`config.mk`:
```
export PLATFORM = sky130hd
export DESIGN_NAME = ssd_top
export DESIGN_NICKNAME = d
export VERILOG_FILES = /design/src/logic/ssd_pkg.sv /design/src/logic/ssd_sync.sv /design/src/logic/ssd_top.sv
export SDC_FILE = /design/constraint.sdc
export NUM_CORES = 1
export LEC_CHECK = 0
export BUFFER_PORTS_ARGS = -buffer_cell sky130_fd_sc_hd__buf_4
export CAP_MARGIN = 30
export CORE_UTILIZATION = 55
export CTS_CLUSTER_DIAMETER = 30
export DETAILED_ROUTE_END_ITERATION = 6
export PLACE_DENSITY = 0.74
export SETUP_SLACK_MARGIN = 0.1
export SLEW_MARGIN = 20
export SYNTH_ARGS = -nofsm -noshare
export SYNTH_HDL_FRONTEND = slang
export SYNTH_HIERARCHICAL = 1
export SYNTH_SLANG_ARGS = --single-unit
```
`constraint.sdc`:
```
create_clock -name i_clk -period 2.9 [get_ports i_clk]
set_input_delay 0.145 -clock i_clk [delete_from_list [all_inputs] [get_ports i_clk]]
set_output_delay 0.145 -clock i_clk [all_outputs]
set_load 0.05 [all_outputs]
```
`src/logic/ssd_pkg.sv`:
```
// package: constants for the stepper status and diagnostic block
package ssd_pkg;
    localparam int          WORD_BITS       = 16;
    localparam logic [3:0]  DIAGNOSTIC_PIN_ADDR       = 4'hF;
    localparam logic [3:0]  SYSCTL_ADDR     = 4'h6;
    localparam logic [3:0]  DIAGCFG_ADDR    = 4'h3;
    localparam logic [3:0]  MASK_ADDR       = 4'hE;
    localparam logic [4:0]  HEAD_BITS       = 5'h05;
    localparam logic [4:0]  LAST_EDGE       = 5'h10;
    // status word bit positions
    localparam int          ST_FF           = 15;
    localparam int          ST_POR          = 14;
    localparam int          ST_SE           = 13;
    localparam int          ST_CR           = 12;
    localparam int          ST_SSA          = 11;
    localparam int          ST_OT           = 10;
    localparam int          ST_TW           = 9;
    localparam int          ST_OV           = 8;
    localparam int          ST_UV           = 7;
    localparam int          ST_OLB          = 4;
    localparam int          ST_OLA          = 3;
    localparam int          ST_OCB          = 2;
    localparam int          ST_OCA          = 1;
    // system control field positions (data bits 10:1 of register 6)
    localparam int          SC_SLEEP        = 10;
    localparam int          SC_FRST         = 9;
    localparam int          SC_DSR          = 4;
    // diagnostic pin select field (register 3 bits 9:7)
    localparam int          DSG_HI          = 9;
    localparam int          DSG_LO          = 7;
    localparam logic [2:0]  DSG_GENERAL     = 3'h0;
    localparam logic [2:0]  DSG_MOTION      = 3'h6;
    localparam logic [9:0]  SYSCTL_RESET    = 10'h020;
    localparam logic [9:0]  DIAGCFG_RESET   = 10'h009;
    localparam logic [9:0]  MASK_RESET      = 10'h000;
    localparam logic [9:0]  ZERO10          = 10'h000;
    localparam logic [7:0]  ZERO8           = 8'h00;
    // monitors: OT, TW, OV, UV, OPEN_LOAD_PHASE_B, OPEN_LOAD_PHASE_A
    localparam int          NMON            = 6;
endpackage

```
`src/logic/ssd_sync.sv`:
```
// three-stage synchroniser for pin inputs with agreement filter
`timescale 1ns/100ps
`default_nettype none
module ssd_sync
    import ssd_pkg::*;
#(
    parameter logic        RESET_VAL = 1'b0
) (
    input  wire logic      i_clk,
    input  wire logic      i_sys_rst,
    input  wire logic      i_async,
    output logic           o_level
);
    logic [2:0] stage_reg;

    always_ff @(posedge i_clk) begin
        if (i_sys_rst) begin
            stage_reg <= {3{RESET_VAL}};
        end else begin
            stage_reg <= {stage_reg[1:0], i_async};
        end
    end

    // first stage is read only by the second
    always_ff @(posedge i_clk) begin
        if (i_sys_rst) begin
            o_level <= RESET_VAL;
        end else if (stage_reg[1] == stage_reg[2]) begin
            o_level <= stage_reg[2];
        end
    end
endmodule
`default_nettype wire

```
`src/logic/ssd_top.sv`:
```
// serial status and overcurrent diagnostic logic of a stepper driver
// How it works
// RL1: every transfer shifts out top five status bits first
// RL2: write transfer stores register, answers low ten status bits plus parity
// RL3: read transfer keeps registers, answers addressed register plus parity
// RL4: summary flag is OR of fault bits, excluding ready and active bits
// RL5: summary flag appears on data out as soon as strobe falls
// RL6: strobe low with no clock edges is a clean poll, no error
// RL7: strobe high ends transfer and floats data out
// RL8: power-on sets summary and power-up bits, clears the latched fault bits; ready and active bits follow their inputs
// RL9: bit 13 flags that the previous transfer failed
// RL10: bit 12 shows command ready; profile commands ignored while low
// RL11: bit 11 tracks an active step sequence
// RL12: pin select 110 drives sequence-active state on diagnostic pin
// RL13: diagnostic pin may show summary fault level instead
// RL14: status reset clears only faults that have gone away
// RL15: phase overcurrent bits are OR of the four transistor bits
// RL16: clearing status leaves phase overcurrent bits; detail clear does it
// RL17: write to detail register ignored, status answered instead
// RL18: with serial reset enabled, reading a register clears its faults
// RL19: reset pin pulse or fault reset bit clears latched faults
// RL20: sleep via reset pin or sleep bit clears latched faults
// RL21: every 16-bit word carries odd parity in its last bit
// RL22: wrong edge count discards write and sets serial error
// RL23: a set mask bit fully disables its monitor
// RL24: status bit order fixed from summary flag down to overcurrent A
// RL25: detail register latches one overcurrent bit per transistor
`timescale 1ns/100ps
`default_nettype none
module ssd_top
    import ssd_pkg::*;
(
    input  wire logic       i_clk,
    input  wire logic       i_sys_rst,
    input  wire logic       i_serial_strobe_n,
    input  wire logic       i_serial_clk,
    input  wire logic       i_serial_data_in,
    input  wire logic       i_reset_pin_n,
    input  wire logic [5:0] i_monitor_fault,
    input  wire logic [7:0] i_transistor_oc,
    input  wire logic       i_command_ready,
    input  wire logic       i_sequence_active,
    output logic            o_serial_data_out,
    output logic            o_serial_data_oe_n,
    output logic            o_diagnostic_pin,
    output logic            o_sleep_req,
    output logic            o_profile_accept,
    output logic [9:0]      o_sysctl,
    output logic [9:0]      o_diagcfg
);
    // ************************************************************
    // pin synchronisers
    // ************************************************************
    logic strobe_n_s;
    logic sclk_s;
    logic sdi_s;
    logic rstpin_n_s;

    ssd_sync #(.RESET_VAL(1'b1)) u_sync_stb (
        .i_clk     (i_clk),
        .i_sys_rst (i_sys_rst),
        .i_async   (i_serial_strobe_n),
        .o_level   (strobe_n_s)
    );
    ssd_sync #(.RESET_VAL(1'b0)) u_sync_clk (
        .i_clk     (i_clk),
        .i_sys_rst (i_sys_rst),
        .i_async   (i_serial_clk),
        .o_level   (sclk_s)
    );
    ssd_sync #(.RESET_VAL(1'b0)) u_sync_sdi (
        .i_clk     (i_clk),
        .i_sys_rst (i_sys_rst),
        .i_async   (i_serial_data_in),
        .o_level   (sdi_s)
    );
    ssd_sync #(.RESET_VAL(1'b1)) u_sync_rst (
        .i_clk     (i_clk),
        .i_sys_rst (i_sys_rst),
        .i_async   (i_reset_pin_n),
        .o_level   (rstpin_n_s)
    );

    // ************************************************************
    // edge detection
    // ************************************************************
    logic strobe_n_d_reg;
    logic sclk_d_reg;
    logic rstpin_n_d_reg;

    always_ff @(posedge i_clk) begin
        if (i_sys_rst) begin
            strobe_n_d_reg <= 1'b1;
            sclk_d_reg     <= 1'b0;
            rstpin_n_d_reg <= 1'b1;
        end else begin
            strobe_n_d_reg <= strobe_n_s;
            sclk_d_reg     <= sclk_s;
            rstpin_n_d_reg <= rstpin_n_s;
        end
    end

    logic frame_start;
    logic frame_end;
    logic sclk_rise;
    logic sclk_fall;
    logic frame_active;
    assign frame_start  = strobe_n_d_reg && !strobe_n_s;
    assign frame_end    = !strobe_n_d_reg && strobe_n_s;
    assign frame_active = !strobe_n_s;
    assign sclk_rise    = frame_active && !sclk_d_reg && sclk_s;
    assign sclk_fall    = frame_active && sclk_d_reg && !sclk_s;

    // ************************************************************
    // register and fault state
    // ************************************************************
    logic [WORD_BITS-1:0] shift_in_reg;
    logic [WORD_BITS-1:0] shift_out_reg;
    logic [5:0]           edge_cnt_reg;
    logic                 wr_seen_reg;
    logic [9:0]           sysctl_reg;
    logic [9:0]           diagcfg_reg;
    logic [9:0]           mask_reg;
    logic [NMON-1:0]      mon_latch_reg;
    logic [7:0]           oc_latch_reg;
    logic                 por_reg;
    logic                 serr_reg;
    logic                 prev_sleep_reg;
    logic                 prev_frst_reg;

    logic [WORD_BITS-1:0] status_word;
    logic [NMON-1:0]      mon_mask;
    logic                 oc_phase_a;
    logic                 oc_phase_b;
    logic                 summary_fault_flag;

    // mask bits 10,9,8,7,4,3 align with status positions of the monitors
    assign mon_mask = {mask_reg[ST_OT-1], mask_reg[ST_TW-1],
                       mask_reg[ST_OV-1], mask_reg[ST_UV-1],
                       mask_reg[ST_OLB-1], mask_reg[ST_OLA-1]};

    assign oc_phase_b = |oc_latch_reg[7:4];   // see RL15
    assign oc_phase_a = |oc_latch_reg[3:0];   // see RL15

    // ready and active bits deliberately left out
    assign summary_fault_flag = por_reg | serr_reg | (|mon_latch_reg)
                              | oc_phase_a | oc_phase_b;   // see RL4

    always_comb begin
        status_word          = '0;   // see RL24
        status_word[ST_FF]   = summary_fault_flag;
        status_word[ST_POR]  = por_reg;
        status_word[ST_SE]   = serr_reg;
        status_word[ST_CR]   = i_command_ready;   // see RL10
        status_word[ST_SSA]  = i_sequence_active; // see RL11
        status_word[ST_OT]   = mon_latch_reg[5];
        status_word[ST_TW]   = mon_latch_reg[4];
        status_word[ST_OV]   = mon_latch_reg[3];
        status_word[ST_UV]   = mon_latch_reg[2];
        status_word[ST_OLB]  = mon_latch_reg[1];
        status_word[ST_OLA]  = mon_latch_reg[0];
        status_word[ST_OCB]  = oc_phase_b;
        status_word[ST_OCA]  = oc_phase_a;
    end

    // ************************************************************
    // frame decode
    // ************************************************************
    logic [3:0] rx_addr;
    logic       rx_wr;
    logic [9:0] rx_data;
    logic       parity_ok;
    logic       frame_good;
    logic       do_write;
    logic       read_status;
    logic       read_diagnostic_pin;
    assign rx_addr   = shift_in_reg[15:12];
    assign rx_wr     = shift_in_reg[11];
    assign rx_data   = shift_in_reg[10:1];
    assign parity_ok = ^shift_in_reg;   // see RL21
    assign frame_good = frame_end && (edge_cnt_reg == 6'(LAST_EDGE))
                      && parity_ok;
    // writes to the read-only detail register are dropped
    assign do_write  = frame_good && rx_wr && (rx_addr != DIAGNOSTIC_PIN_ADDR); // see RL2 RL17
    // register fields sit one below their word bit positions
    assign read_status = frame_good && !sysctl_reg[SC_DSR-1]
                       && rx_wr;   // see RL18
    assign read_diagnostic_pin = frame_good && !sysctl_reg[SC_DSR-1] && !rx_wr
                     && (rx_addr == DIAGNOSTIC_PIN_ADDR);   // see RL18

    // ************************************************************
    // fault clearing sources
    // ************************************************************
    logic frst_rise;
    logic sleep_rise;
    logic pin_clear;
    logic fault_clear;
    assign frst_rise  = do_write && (rx_addr == SYSCTL_ADDR)
                      && rx_data[SC_FRST-1] && !prev_frst_reg;   // see RL19
    assign sleep_rise = do_write && (rx_addr == SYSCTL_ADDR)
                      && rx_data[SC_SLEEP-1] && !prev_sleep_reg; // see RL20
    assign pin_clear  = rstpin_n_d_reg && !rstpin_n_s;   // see RL19 RL20
    assign fault_clear = frst_rise || sleep_rise || pin_clear || !rstpin_n_s;

    // ************************************************************
    // receive shift and edge count
    // ************************************************************
    always_ff @(posedge i_clk) begin
        if (i_sys_rst || frame_start) begin
            shift_in_reg <= '0;
            edge_cnt_reg <= '0;
        end else if (sclk_rise) begin
            shift_in_reg <= {shift_in_reg[WORD_BITS-2:0], sdi_s};
            if (edge_cnt_reg != 6'h3F) begin
                edge_cnt_reg <= edge_cnt_reg + 6'h01;
            end
        end
    end

    // the write bit is known after the fifth rising edge
    always_ff @(posedge i_clk) begin
        if (i_sys_rst || frame_start) begin
            wr_seen_reg <= 1'b0;
        end else if (sclk_rise && edge_cnt_reg == 6'(HEAD_BITS - 5'h01)) begin
            wr_seen_reg <= 1'b1;
        end
    end

    // ************************************************************
    // transmit: summary flag first, tail loaded after the header
    // ************************************************************
    logic [10:0] tail_word;
    logic [9:0]  read_data;
    always_comb begin
        read_data = status_word[10:1];
        if (shift_in_reg[3:0] == DIAGNOSTIC_PIN_ADDR) begin
            read_data = {ZERO10[1:0], oc_latch_reg};
        end else if (shift_in_reg[3:0] == SYSCTL_ADDR) begin
            read_data = sysctl_reg;
        end else if (shift_in_reg[3:0] == DIAGCFG_ADDR) begin
            read_data = diagcfg_reg;
        end else if (shift_in_reg[3:0] == MASK_ADDR) begin
            read_data = mask_reg;
        end
        // at the fifth rise shift_in holds the address, sdi the write bit
        if (sdi_s) begin
            read_data = status_word[10:1];   // see RL2 RL17
        end
        tail_word = {read_data, 1'b0};
        tail_word[0] = ~^{status_word[15:11], read_data};   // see RL21
    end

    always_ff @(posedge i_clk) begin
        if (i_sys_rst || frame_end) begin
            shift_out_reg <= '0;
        end else if (frame_start) begin
            shift_out_reg <= status_word;   // see RL1 RL5
        end else if (sclk_rise && edge_cnt_reg == 6'(HEAD_BITS - 5'h01)) begin
            // five bits are already out, so the tail goes straight to the top
            shift_out_reg <= {tail_word, ZERO10[4:0]};   // see RL3
        end else if (sclk_fall) begin
            shift_out_reg <= {shift_out_reg[WORD_BITS-2:0], 1'b0};
        end
    end

    always_ff @(posedge i_clk) begin
        if (i_sys_rst) begin
            o_serial_data_out  <= 1'b0;
            o_serial_data_oe_n <= 1'b1;
        end else if (frame_active) begin
            o_serial_data_out  <= frame_start ? summary_fault_flag
                                              : shift_out_reg[WORD_BITS-1];
            o_serial_data_oe_n <= 1'b0;   // see RL5
        end else begin
            o_serial_data_out  <= 1'b0;
            o_serial_data_oe_n <= 1'b1;   // see RL7
        end
    end

    // ************************************************************
    // control registers
    // ************************************************************
    always_ff @(posedge i_clk) begin
        if (i_sys_rst) begin
            sysctl_reg     <= SYSCTL_RESET;   // see RL8
            diagcfg_reg    <= DIAGCFG_RESET;
            mask_reg       <= MASK_RESET;
            prev_sleep_reg <= 1'b0;
            prev_frst_reg  <= 1'b0;
        end else if (do_write) begin   // see RL22
            if (rx_addr == SYSCTL_ADDR) begin
                sysctl_reg     <= rx_data;
                prev_sleep_reg <= rx_data[SC_SLEEP-1];
                prev_frst_reg  <= rx_data[SC_FRST-1];
            end else if (rx_addr == DIAGCFG_ADDR) begin
                diagcfg_reg <= rx_data;
            end else if (rx_addr == MASK_ADDR) begin
                mask_reg <= rx_data;
            end
        end
    end

    // ************************************************************
    // fault latches: set wins over clear
    // ************************************************************
    logic status_clear;
    assign status_clear = read_status || fault_clear;

    always_ff @(posedge i_clk) begin
        if (i_sys_rst) begin
            mon_latch_reg <= '0;
        end else begin
            // live faults re-set the latch, so only gone faults clear
            mon_latch_reg <= ((status_clear ? '0 : mon_latch_reg)
                            | i_monitor_fault) & ~mon_mask; // see RL14 RL23
        end
    end

    // status clear alone leaves the transistor bits alone
    always_ff @(posedge i_clk) begin
        if (i_sys_rst) begin
            oc_latch_reg <= '0;
        end else begin
            oc_latch_reg <= ((read_diagnostic_pin || fault_clear) ? ZERO8 : oc_latch_reg)
                          | i_transistor_oc;   // see RL25 RL16
        end
    end

    always_ff @(posedge i_clk) begin
        if (i_sys_rst) begin
            por_reg <= 1'b1;   // see RL8
        end else if (status_clear) begin
            por_reg <= 1'b0;
        end
    end

    // a clean strobe with no clock is a poll, never an error
    always_ff @(posedge i_clk) begin
        if (i_sys_rst) begin
            serr_reg <= 1'b0;
        end else if (frame_end && edge_cnt_reg != '0
                     && (edge_cnt_reg != 6'(LAST_EDGE) || !parity_ok)) begin
            serr_reg <= 1'b1;   // see RL6 RL9 RL22
        end else if (frame_good || fault_clear) begin
            serr_reg <= 1'b0;
        end
    end

    // ************************************************************
    // outputs toward the core
    // ************************************************************
    always_ff @(posedge i_clk) begin
        if (i_sys_rst) begin
            o_diagnostic_pin <= 1'b1;
            o_sleep_req      <= 1'b0;
            o_profile_accept <= 1'b0;
            o_sysctl         <= SYSCTL_RESET;
            o_diagcfg        <= DIAGCFG_RESET;
        end else begin
            if (diagcfg_reg[DSG_HI-1:DSG_LO-1] == DSG_MOTION) begin
                o_diagnostic_pin <= !i_sequence_active;   // see RL12
            end else begin
                o_diagnostic_pin <= !summary_fault_flag;   // see RL13
            end
            o_sleep_req      <= sleep_rise || !rstpin_n_s;
            o_profile_accept <= do_write && i_command_ready; // see RL10
            o_sysctl         <= sysctl_reg;
            o_diagcfg        <= diagcfg_reg;
        end
    end

    // ************************************************************
    // checks
    // ************************************************************
    float_when_idle_a: assert property (@(posedge i_clk) disable iff (i_sys_rst)
        strobe_n_s |=> o_serial_data_oe_n) // see RL7
        else $error("data out driven outside a frame");
    flag_first_a: assert property (@(posedge i_clk) disable iff (i_sys_rst)
        frame_start |=> o_serial_data_out == $past(summary_fault_flag)) // see RL5
        else $error("summary flag not first");
    summary_or_a: assert property (@(posedge i_clk) disable iff (i_sys_rst)
        (serr_reg || por_reg || oc_phase_a) |-> summary_fault_flag) // see RL4
        else $error("summary flag missing");
    poll_no_error_a: assert property (@(posedge i_clk) disable iff (i_sys_rst)
        (frame_end && edge_cnt_reg == '0 && !serr_reg) |=> !serr_reg) // see RL6
        else $error("poll raised serial error");
    bad_count_a: assert property (@(posedge i_clk) disable iff (i_sys_rst)
        (frame_end && edge_cnt_reg != '0 && edge_cnt_reg != 6'(LAST_EDGE))
        |=> serr_reg && $stable(sysctl_reg)) // see RL22
        else $error("bad frame not flagged");
    oc_sticky_a: assert property (@(posedge i_clk) disable iff (i_sys_rst)
        (oc_latch_reg[0] && !read_diagnostic_pin && !fault_clear) |=> oc_phase_a) // see RL16
        else $error("overcurrent summary lost");
    live_fault_a: assert property (@(posedge i_clk) disable iff (i_sys_rst)
        (i_monitor_fault[5] && !mon_mask[5]) |=> mon_latch_reg[5]) // see RL14
        else $error("live fault cleared");
    mask_off_a: assert property (@(posedge i_clk) disable iff (i_sys_rst)
        mon_mask[0] |=> !mon_latch_reg[0] || !$past(mon_mask[0])) // see RL23
        else $error("masked monitor latched");
    pin_motion_a: assert property (@(posedge i_clk) disable iff (i_sys_rst)
        (diagcfg_reg[DSG_HI-1:DSG_LO-1] == DSG_MOTION)
        |=> o_diagnostic_pin == !$past(i_sequence_active)) // see RL12
        else $error("diagnostic_pin pin not motion");

    good_write_c: cover property (@(posedge i_clk) do_write);
    poll_c: cover property (@(posedge i_clk) frame_end && edge_cnt_reg == '0);
    diagnostic_pin_read_c: cover property (@(posedge i_clk) read_diagnostic_pin);
endmodule
`default_nettype wire

```
=== Word-level counts from Yosys, hierarchy flattened ===
Cells that the tools add are included.
W data, S select, Z words.

* Flip-flop bits (word level): 129
* Latch bits: 0
* Memory bits (writable): 0
* Bits in read-only memories: 0
* Bits of input ports: 22
* Output and inout bits: 25
* Logic and storage cells: 136
* Memories: 0

* Add/sub/neg operators: 1
* Multipliers: 0
* Divide/modulo/power cells: 0
* Order comparisons: 0
* Equality and inequality tests: 18
* Shift operators: 0
* Mux-type cells: 15
* Bitwise logic cells: 10
* Reduce and logical (&&, ||, !) cells: 61

{| class="wikitable"
|+ Operators by type and width
! operator !! count
|-
| $mux W10 || 5
|-
| $mux W16 || 3
|-
| $logic_and A1 B1 Y1 || 24
|-
| $eq A4 B4 Y1 const B || 4
|-
| $reduce_xor A16 Y1 || 1
|-
| $reduce_xnor A15 Y1 || 1
|-
| $logic_not A1 Y1 || 12
|-
| $logic_or A1 B1 Y1 || 10
|-
| $eq A4 B2 Y1 const B || 2
|-
| $eq A4 B3 Y1 const B || 2
|-
| $mux W8 || 1
|-
| $or A8 B8 Y8 || 1
|-
| $reduce_or A4 Y1 || 2
|-
| $add A6 B1 Y6 const B || 1
|-
| $and A6 B6 Y6 || 1
|-
| $eq A6 B3 Y1 const B || 1
|-
| $eq A6 B5 Y1 const B || 1
|-
| $mux W6 || 1
|-
| $ne A6 B5 Y1 const B || 1
|-
| $ne A6 B6 Y1 const B || 1
|-
| $not A6 Y6 || 1
|-
| $or A6 B6 Y6 || 1
|-
| $reduce_bool A6 Y1 || 1
|-
| $reduce_or A6 Y1 || 1
|-
| 12 further kinds || 26
|}

=== Depth between registers and ports, before layout ===
Gate-level depths: netlist of run 1.

* Depth after elaboration: 16
* Mapped depth: 11
* Depth with buffers taken out: 10

=== Modules after synthesis ===
The synthesis of run 1 kept the hierarchy.

{| class="wikitable"
|+ By module, submodules not included
! module !! times used !! cells an instance !! area an instance (µm²) !! sequential area each (µm²)
|-
| ssd_top || 1 || 554 || 4,898.4 || 2,182.1
|-
| ssd_sync (u_sync_rst ...) || 2 || 10 || 115.1 || 80.1
|-
| ssd_sync (u_sync_clk ...) || 2 || 10 || 112.6 || 80.1
|}

=== Worst setup path before layout of run 1 ===
OpenSTA, ideal clock, no wires.

* Path type: register -> register
* Start point: register shift_in_reg[2]
* End point: register mon_latch_reg[1]
* Setup time: 0.074 ns
* Arrival time: 2.542 ns
* Required time: 2.826 ns
* Slack: 0.284 ns
* Stages on the path, launching flop included: 12
* Buffers on the path: 1
* Clock period less this slack: 2.616 ns
* Cells stage by stage: dfxtp_1 > inv_1 > ha_1 > xnor2_1 > xnor2_1 > xnor3_1 > and4_1 > and3_1 > buf_6 > a221oi_4 > a21oi_1 > nor3_2

* Cells in the longest elaborated chain, start to end: 14
* Elaborated cells on any way between the ends: 18
* Classes of those cells: 1 x mux; 2 x bitwise; 15 x reduce/logical

{| class="wikitable"
|+ Ends and longest elaborated chain
! element !! line !! source
|-
| start: declaration || ssd_top.sv:117 || <nowiki>logic [WORD_BITS-1:0] shift_in_reg;</nowiki>
|-
| start signal: assignment || ssd_top.sv:213 || <nowiki>shift_in_reg <= {shift_in_reg[WORD_BITS-2:0], sdi_s};</nowiki>
|-
| $reduce_xor A16 Y1 * || ssd_top.sv:180 || <nowiki>assign parity_ok = ^shift_in_reg;</nowiki>
|-
| $logic_and A1 B1 Y1 * || ssd_top.sv:182 || <nowiki>&& parity_ok;</nowiki>
|-
| $logic_and A1 B1 Y1 (2 in a row) || ssd_top.sv:184 || <nowiki>assign do_write = frame_good && rx_wr && (rx_addr != DIAGNOSTIC_PIN_ADDR);</nowiki>
|-
| $logic_and A1 B1 Y1 || ssd_top.sv:198, ssd_top.sv:200 ||
|-
| $logic_and A1 B1 Y1, on equally long branches (2 in a row) || ssd_top.sv:199, ssd_top.sv:201 ||
|-
| $logic_or A1 B1 Y1 (3 in a row) || ssd_top.sv:203 || <nowiki>assign fault_clear = frst_rise || sleep_rise || pin_clear || !rstpin_n_s;</nowiki>
|-
| $logic_or A1 B1 Y1 * || ssd_top.sv:307 || <nowiki>assign status_clear = read_status || fault_clear;</nowiki>
|-
| $mux W6 * || ssd_top.sv:314 || <nowiki>mon_latch_reg <= ((status_clear ? '0 : mon_latch_reg)</nowiki>
|-
| $or A6 B6 Y6 * || ssd_top.sv:315 || <nowiki>| i_monitor_fault) & ~mon_mask;</nowiki>
|-
| $and A6 B6 Y6 * || ssd_top.sv:315 ||
|-
| end signal: assignment || ssd_top.sv:314 ||
|-
| end: declaration || ssd_top.sv:124 || <nowiki>logic [NMON-1:0] mon_latch_reg;</nowiki>
|}

Mark *: on every way between the ends. The rest lies on a longest branch, timed or not.
A chain may end at the register's enable or synchronous reset.

=== Final worst setup path of run 1 ===
* Start point: register shift_in_reg[2]
* End point: register diagcfg_reg[3]

* Cells in the longest elaborated chain, start to end: 5

{| class="wikitable"
|+ Ends and longest elaborated chain
! element !! line !! source
|-
| $reduce_xor A16 Y1 || ssd_top.sv:180 ||
|-
| $logic_and A1 B1 Y1 || ssd_top.sv:182 ||
|-
| $logic_and A1 B1 Y1 (2 in a row) || ssd_top.sv:184 ||
|-
| $reduce_and A3 Y1 (no line) || n/a ||
|-
| end signal: assignment || ssd_top.sv:296 || <nowiki>diagcfg_reg <= rx_data;</nowiki>
|-
| end: declaration || ssd_top.sv:122 || <nowiki>logic [9:0] diagcfg_reg;</nowiki>
|}

Every way passes these cells.

==> run summary, run 1 <==
Status: complete, no violations
Crit path max fanout: 12
Tcrit/Tclk final: 0.929
CP Cell Sequence: inv_1 > ha_1 > xnor2_2 > xnor2_1 > xnor3_1 > and4_1 > buf_4 > nand2_1 > nor2_1 > buf_12 > nor2b_1 > a211o_1
Netlist cell types: 51
Worst setup SP type: flip-flop
DIE AREA: 0.0101 sq mm
Hpwl dp: 9040 um
DRT iter0 DRCs: 304
Leakage power: 0.00266 uW
H-tree levels: 4
Worst endpoint data arrival time: 3.10 ns
Setup violators final: 0
Placeable Area: 0.00933 sq mm
Final ANT Viol Nets: 0
Hold Path Class: input port to flip-flop
Max-slew violation count: 0
Total gr overflow: 0
Post-synthesis async set-or-reset flop share: 0
Switch share: 0.213
Initial core utilization: 0.574
Power per cell area: 572 mW/mm^2
Post-placement cell count: 760
Vias per inst: 5.53
Clock share of power: 0.496
Routed vias: 4510
Worst Hold End: oc_latch_reg[2]$_SDFF_PP0_
Critical path capture point type: flip-flop
Synthesized instance count: 594
CP max stage delay: 0.38 ns
Psw: 820 uW
YS warnings: 6
Total Neg Setup Slack: 0 ns
WL final: 13500 um
Nets: 709
Filler instances: 704
Kind of critical path: flip-flop to flip-flop
CP startpoint: shift_in_reg[2]$_SDFFE_PP0P_
RSZ-0062 raised after global routing: true
CTS Buffer Depth: 2
First-pass DRT Iterations: 5
Min Clock Period, post-route: 2.69 ns
First-pass GRT wire length: 21300 um
Max reg flops: 16
Share of cells above drive strength 1: 0.191
Mean Syn Cell Area: 9.01 sq um
Worst Clk Skew: 0.00878 ns
Fin worst setup slack: 0.205 ns
Reg area: 0.00251 sq mm
Endpoints failing hold: 0
Hold Path Stages: 2
Clock latency on the worst-skew pair: 0.52 ns
Setup WS pre-CTS: 0.0866 ns
Rows: 35
Pin count of the biggest net entering global routing: 91
Yosys reg bits: 125
Critical path's slowest cell: dfxtp_2
Combinational power share: 0.047
Max Cap Viol: 0
Slew headroom: 0.403
Top-Level Pins: 47
Vias in the first global route: 4278
RR Endpoint: diagcfg_reg[3]$_SDFFE_PP1P_
Worst reg2reg path depth: 12
Worst Tran Pin Value: 0.896 ns
Antenna violations before repair: 1
WP data required: 3.31 ns
Overall Global Routing Usage: 0.280
DR DRC count: 0
Final std cells w/o fill: 815
Syn nets: 629
Die Wd: 101 um
Peak supply drop: 0.420 mV
Reg-to-Reg Start: shift_in_reg[2]$_SDFFE_PP0P_
Internal power: 3040 uW
Total power: 3860 uW
RD Place Congestion: 0.958
Hold_sp: i_sys_rst
Reg clk slew, reported paths: 0.06 ns
R2r setup slk: 0.21 ns
Top FF cell, synth: dfxtp_1
Synth-to-layout area growth: 26.0%
Port Buffers: 46
Root Driver: clkbuf_8
CTS Sinks: 125
TritonCTS clock tree: yes
Die Y: 101 um
Sequential Power Share: 0.457
Area occupied by multi-input gates: 0.00272 sq mm
Num CTS Buffers: 17
Peak Freq: 371 MHz
Sequential area share after synthesis: 0.467
Number of synthesized flops with an enable pin: 0
Mapped Area: 0.00535 sq mm
Hold_ws: 0.202 ns
Routed len/inst: 16.5 um
## metrics by stage
step / area, sq um / util
final: 6740 / 0.723
after global routing: 6740 / 0.723
after CTS: 6660 / 0.714
after detailed placement: 5910 / 0.634
after global placement: 5910 / 0.634
after floorplan: 5350 / -
## layer usage
metal | track usage | up-vias | wire [um]
met3 | 0.0777 | 30 | 755
met1 | 0.341 | 2131 | 5810
met4 | 0.135 | 0 | 318
met2 | 0.458 | 147 | 6590
met5 | 0 | - | 0
li1 | - | 2202 | -
## kinds of logic after synthesis
family,Yosys count,share of synthesized area
and+or+nand+nor,238,0.216
xor gates and xnor gates,26,0.0502
muxes,34,0.0636
AOI/OAI and AO/OA,112,0.138
DFF,125,0.467
buffers and inverters,46,0.0344
adders and majority gates,13,0.0304
## critical path: cells and delay by family (launching register included)
kind / cells / cell delay, ns
adders and majority gates: 1 / 0.32
and+or+nand+nor: 4 / 0.56
DFF: 1 / 0.38
AOI/OAI and AO/OA: 1 / 0.25
xor gates and xnor gates: 3 / 0.65
buffers and inverters: 3 / 0.39
## timing repair
item / CTS / global route
setup buffers: 1 / 3
pin swaps: 2 / 6
gates cloned: 0 / 0
hold buffers: 20 / 0
gates resized for setup: 3 / 18
endpoints found under the setup margin: 11 / 45
hold endpoints to repair: 21 / 0
## power groups by stage
stage          Clock [uW]  Sequential [uW]  Combinational [uW]
2_1_floorplan           0             1790                 103
3_3_place_gp            0             1800                 149
3_5_place_dp            0             1800                 153
4_1_cts              1940             1760                 177
5_1_grt              2020             1760                 196
6_report             1910             1760                 180
## placed cells by master (no fill, tap or decap), types with 6 or more instances in the layout
master         instances
mux2i_1               34
nor2_1                70
nor3_2                 6
ha_1                  11
buf_4                 70
dlygate4sd3_1         20
a211oi_1               8
a222oi_1               8
o21ai_0               20
nor2b_1               30
nor3_1                 8
xnor2_1               16
dfxtp_1              120
inv_1                 15
a21oi_1               42
clkbuf_16             16
or2_1                  6
and3_1                 9
nand2_1               72
clkinv_2               6
## synth_stat cells, types with 6 or more instances
master    count  area, sq um
dfxtp_1     125         2500
nand2_1      75          282
nor2_1       70          263
a21oi_1      42          210
mux2i_1      34          340
nor2b_1      30          188
clkbuf_1     26         97.6
o21ai_0      21          105
xnor2_1      18          158
inv_1        15         56.3
ha_1         13          163
and3_1       10         62.6
a211oi_1      8         60.1
a222oi_1      8         80.1
nor3_1        8         40.0
nor3_2        6         60.1
or2_1         6         37.5
## worst max-delay path by stage
| stage | to |
|---|---|
| final | diagcfg_reg[3]$_SDFFE_PP1P_ |
| after global routing | mask_reg[0]$_SDFFE_PP0P_ |
| after floorplan | mon_latch_reg[1]$_SDFF_PP0_ |
| after global placement | mon_latch_reg[5]$_SDFF_PP0_ |
| after detailed placement | mon_latch_reg[5]$_SDFF_PP0_ |
| after CTS | oc_latch_reg[1]$_SDFF_PP0_ |
## cell type report
cell class | count | area share
clock inverters | 9 | 0.0145
diodes | 1 | 0.000371
repair buffers | 92 | 0.114
clock buffers | 21 | 0.0636
flip-flops and latches | 125 | 0.372
inverters | 15 | 0.00835
multi-input cells | 423 | 0.403
well taps | 129 | 0.0239
Power figures use the tool's default switching activity.
==> run 2: changes to the inputs <==
--- a/config.mk
+++ b/config.mk
@@ -15,5 +15,4 @@
 export SLEW_MARGIN = 20
 export SYNTH_ARGS = -nofsm -noshare
 export SYNTH_HDL_FRONTEND = slang
-export SYNTH_HIERARCHICAL = 1
 export SYNTH_SLANG_ARGS = --single-unit
==> run 2 against run 1 <==
  * Clock-buffer cell count is 2 lower
  * Hold slack got worse by 0.014 ns
  * Cell area grew 4.7%
  * Highest routed layer unchanged
==> run summary, run 2 <==
Min Clock Period, post-route: 2.67 ns
Nets: 735
Worst endpoint data arrival time: 3.03 ns
Critical path capture point type: flip-flop
Mux share of post-synthesis cell area: 0.0717
Worst Hold End: sysctl_reg[7]$_SDFFE_PP0N_
Final Util: 0.757
Num CTS Buffers: 17
Routed len/inst: 18.4 um
Mapped Area: 0.00534 sq mm
Routed vias: 4739
Pin count of the biggest net entering global routing: 91
CTS Buffer Depth: 2
Finished Cell Area: 0.00706 sq mm
Yosys reg bits: 125
Peak Freq: 375 MHz
Commonest cells after routing, fill and taps aside: 119 x dfxtp_1, 99 x buf_4, 69 x nor2_1
Sequential area share after synthesis: 0.469
RD Place Congestion: 0.949
Clock latency on the worst-skew pair: 0.53 ns
Root Driver: clkbuf_8
Worst reg2reg path depth: 12
Kind of critical path: flip-flop to flip-flop
RSZ-0062 raised after global routing: true
YS warnings: 0
Vias per inst: 5.63
Most common cell in the netlist: dfxtp_1
Die Y: 101 um
H-tree levels: 4
RR Endpoint: mon_latch_reg[0]$_SDFF_PP0_
DIE AREA: 0.0101 sq mm
Hold Path Stages: 2
Final ANT Viol Nets: 0
Port Buffers: 46
Leakage power: 0.00278 uW
Hold Path Class: input port to flip-flop
Reg-to-Reg Start: shift_in_reg[2]$_SDFFE_PP0P_
Worst setup SP type: flip-flop
Number of synthesized flops with an enable pin: 0
R2r setup slk: 0.23 ns
Placeable Area: 0.00933 sq mm
Critical path's slowest cell: dfxtp_2
Setup violators final: 0
Overall Global Routing Usage: 0.323
Top cells by area, synth: dfxtp_1 47%, mux2i_1 6.7%, nor2_1 5.1%, nand2_1 4.6%, a21oi_1 4.3%
Family with the most delay on the worst path: XOR/XNOR gates
Vias in the first global route: 4523
Placed Instance Area: 0.00604 sq mm
Commonest cells post-synth: 125 x dfxtp_1, 72 x nor2_1, 66 x nand2_1
Total gr overflow: 0
Worst Clk Skew: 0.0101 ns
First-pass DRT Iterations: 6
CTS Sinks: 125
Total power: 4000 uW
Post-synthesis async set-or-reset flop share: 0
Post-synthesis simple-gate area fraction: 0.210
Max Cap Viol: 0
Area leader, netlist: dfxtp_1
Filler instances: 680
Hold_sp: i_sys_rst
Top-Level Pins: 47
DRT iter0 DRCs: 282
Max reg flops: 16
Reg clk slew, reported paths: 0.06 ns
Slew headroom: 0.438
Max-slew violation count: 0
# diodes: 0
Synthesized-area fraction occupied by adder cells: 0.0305
Syn nets: 628
Hpwl dp: 10800 um
Antenna violations before repair: 0
Peak supply drop: 0.564 mV
TritonCTS clock tree: yes
Die Wd: 101 um
Synth Area in Compound Gates: 0.135
First-pass GRT wire length: 24000 um
WP data required: 3.26 ns
Most common cell after layout, fill and taps aside: dfxtp_1
Synth-to-layout area growth: 32.3%
CP Buf/Inv Count: 2
Hold_ws: 0.188 ns
Top FF cell, synth: dfxtp_1
Largest family of logic cells by synthesized area: simple AND/OR/NAND/NOR gates
Top-area cell type share of the netlist area: 0.469
CP max stage delay: 0.39 ns
WL final: 15500 um
Rows: 35
Crit path max fanout: 5
Post-placement cell count: 775
Netlist cell types: 54
Cell with the most instances on the worst path: xnor2_1
Mean Syn Cell Area: 9.00 sq um
Worst Tran Pin Value: 0.842 ns
Endpoints failing hold: 0
Synth Area in XOR/XNOR: 0.0478
Share of cells above drive strength 1: 0.251
Synthesized instance count: 593
DR DRC count: 0
Power per cell area: 567 mW/mm^2
Final std cells w/o fill: 842
CP Cell Sequence: inv_1 > ha_1 > xnor2_1 > xnor2_1 > xnor2_1 > xnor2_1 > and4_4 > nor2b_4 > a221oi_4 > buf_4 > a21oi_1 > nor3_1
Initial core utilization: 0.572
Tcrit/Tclk final: 0.920
Status: complete, no violations
run 2: cell types whose count changed after synthesis, moves of 4 or more:
cell,previous run,this run
or2_2,5,11
nand2_1,75,66
buf_2,3,7
nor3_2,6,0
or2_1,6,0
o21ai_0,21,16
nor3_1,8,12
a21oi_1,42,46
run 2: power breakdown:
part,internal [uW],switching (uW),leakage (uW),total [uW]
Combinational,117,95.0,0.00148,212
Sequential,1740,22.1,0.00102,1760
Clock,1200,830,0.000278,2030
run 2: worst max path at each step:
stage	startpoint	endpoint	slack, ns	cells past startpoint
global placement	shift_in_reg[0]$_SDFFE_PP0P_	shift_out_reg[5]$_SDFFE_PP0P_	0.03	11
global route	shift_in_reg[14]$_SDFFE_PP0P_	serr_reg$_SDFFE_PP0P_	0.08	12
finish	shift_in_reg[2]$_SDFFE_PP0P_	mon_latch_reg[0]$_SDFF_PP0_	0.23	12
floorplan	shift_in_reg[2]$_SDFFE_PP0P_	shift_out_reg[5]$_SDFFE_PP0P_	0.14	12
detailed placement	shift_in_reg[14]$_SDFFE_PP0P_	sysctl_reg[5]$_SDFFE_PP1N_	-0.01	11
CTS	shift_in_reg[14]$_SDFFE_PP0P_	mon_latch_reg[0]$_SDFF_PP0_	0.11	12
run 2: worst register-to-register path, cell delays in order, from the launching register on:
cell and delay [ns]:
dfxtp_2 0.39, inv_1 0.06, ha_1 0.32, xnor2_1 0.14
xnor2_1 0.20, xnor2_1 0.11, xnor2_1 0.25, and4_4 0.27
nor2b_4 0.24, a221oi_4 0.11, buf_4 0.19, a21oi_1 0.15
nor3_1 0.08
run 2: routing by layer:
| layer | up-vias | track usage | share of wire |
|---|---|---|---|
| li1 | 2250 | - | - |
| met1 | 2251 | 0.422 | 0.44 |
| met2 | 206 | 0.514 | 0.47 |
| met3 | 32 | 0.0700 | 0.067 |
| met4 | 0 | 0.147 | 0.025 |
| met5 | - | 0 | 0 |
run 2: final cells by class:
| cell class | instances | area (sq um) | share of cell area |
|---|---|---|---|
| Inverter | 15 | 56.3 | 0.00797 |
| Clock inverter | 13 | 131 | 0.0186 |
| Timing Repair Buffer | 122 | 995 | 0.141 |
| Clock buffer | 19 | 442 | 0.0625 |
| Tap cell | 129 | 161 | 0.0229 |
| Multi-Input combinational cell | 419 | 2770 | 0.392 |
| Sequential cell | 125 | 2510 | 0.355 |
run 2: stage by stage:
| step | worst slack [ns] | TNS, ns |
|---|---|---|
| global placement | 0.0332 | 0 |
| floorplan | 0.144 | 0 |
| detailed placement | -0.0108 | -0.0256 |
| global route | 0.0824 | 0 |
| finish | 0.233 | 0 |
| CTS | 0.110 | 0 |
run 2: logic make-up after synthesis:
logic type,count (synthesis)
flip-flops,125
buffers and inverters,49
XOR/XNOR,26
AO/OA/AOI/OAI,111
adder cells (fa/ha/maj),13
AND/OR/NAND/NOR,231
multiplexers,38
run 2: timing repair:
item                       in CTS  in global routing
gates resized for setup        13                 21
pin swaps                       6                 22
buffers inserted                7                  8
hold buffers                   20                  0
setup endpoints to repair      24                 46
hold endpoints to repair       21                  0
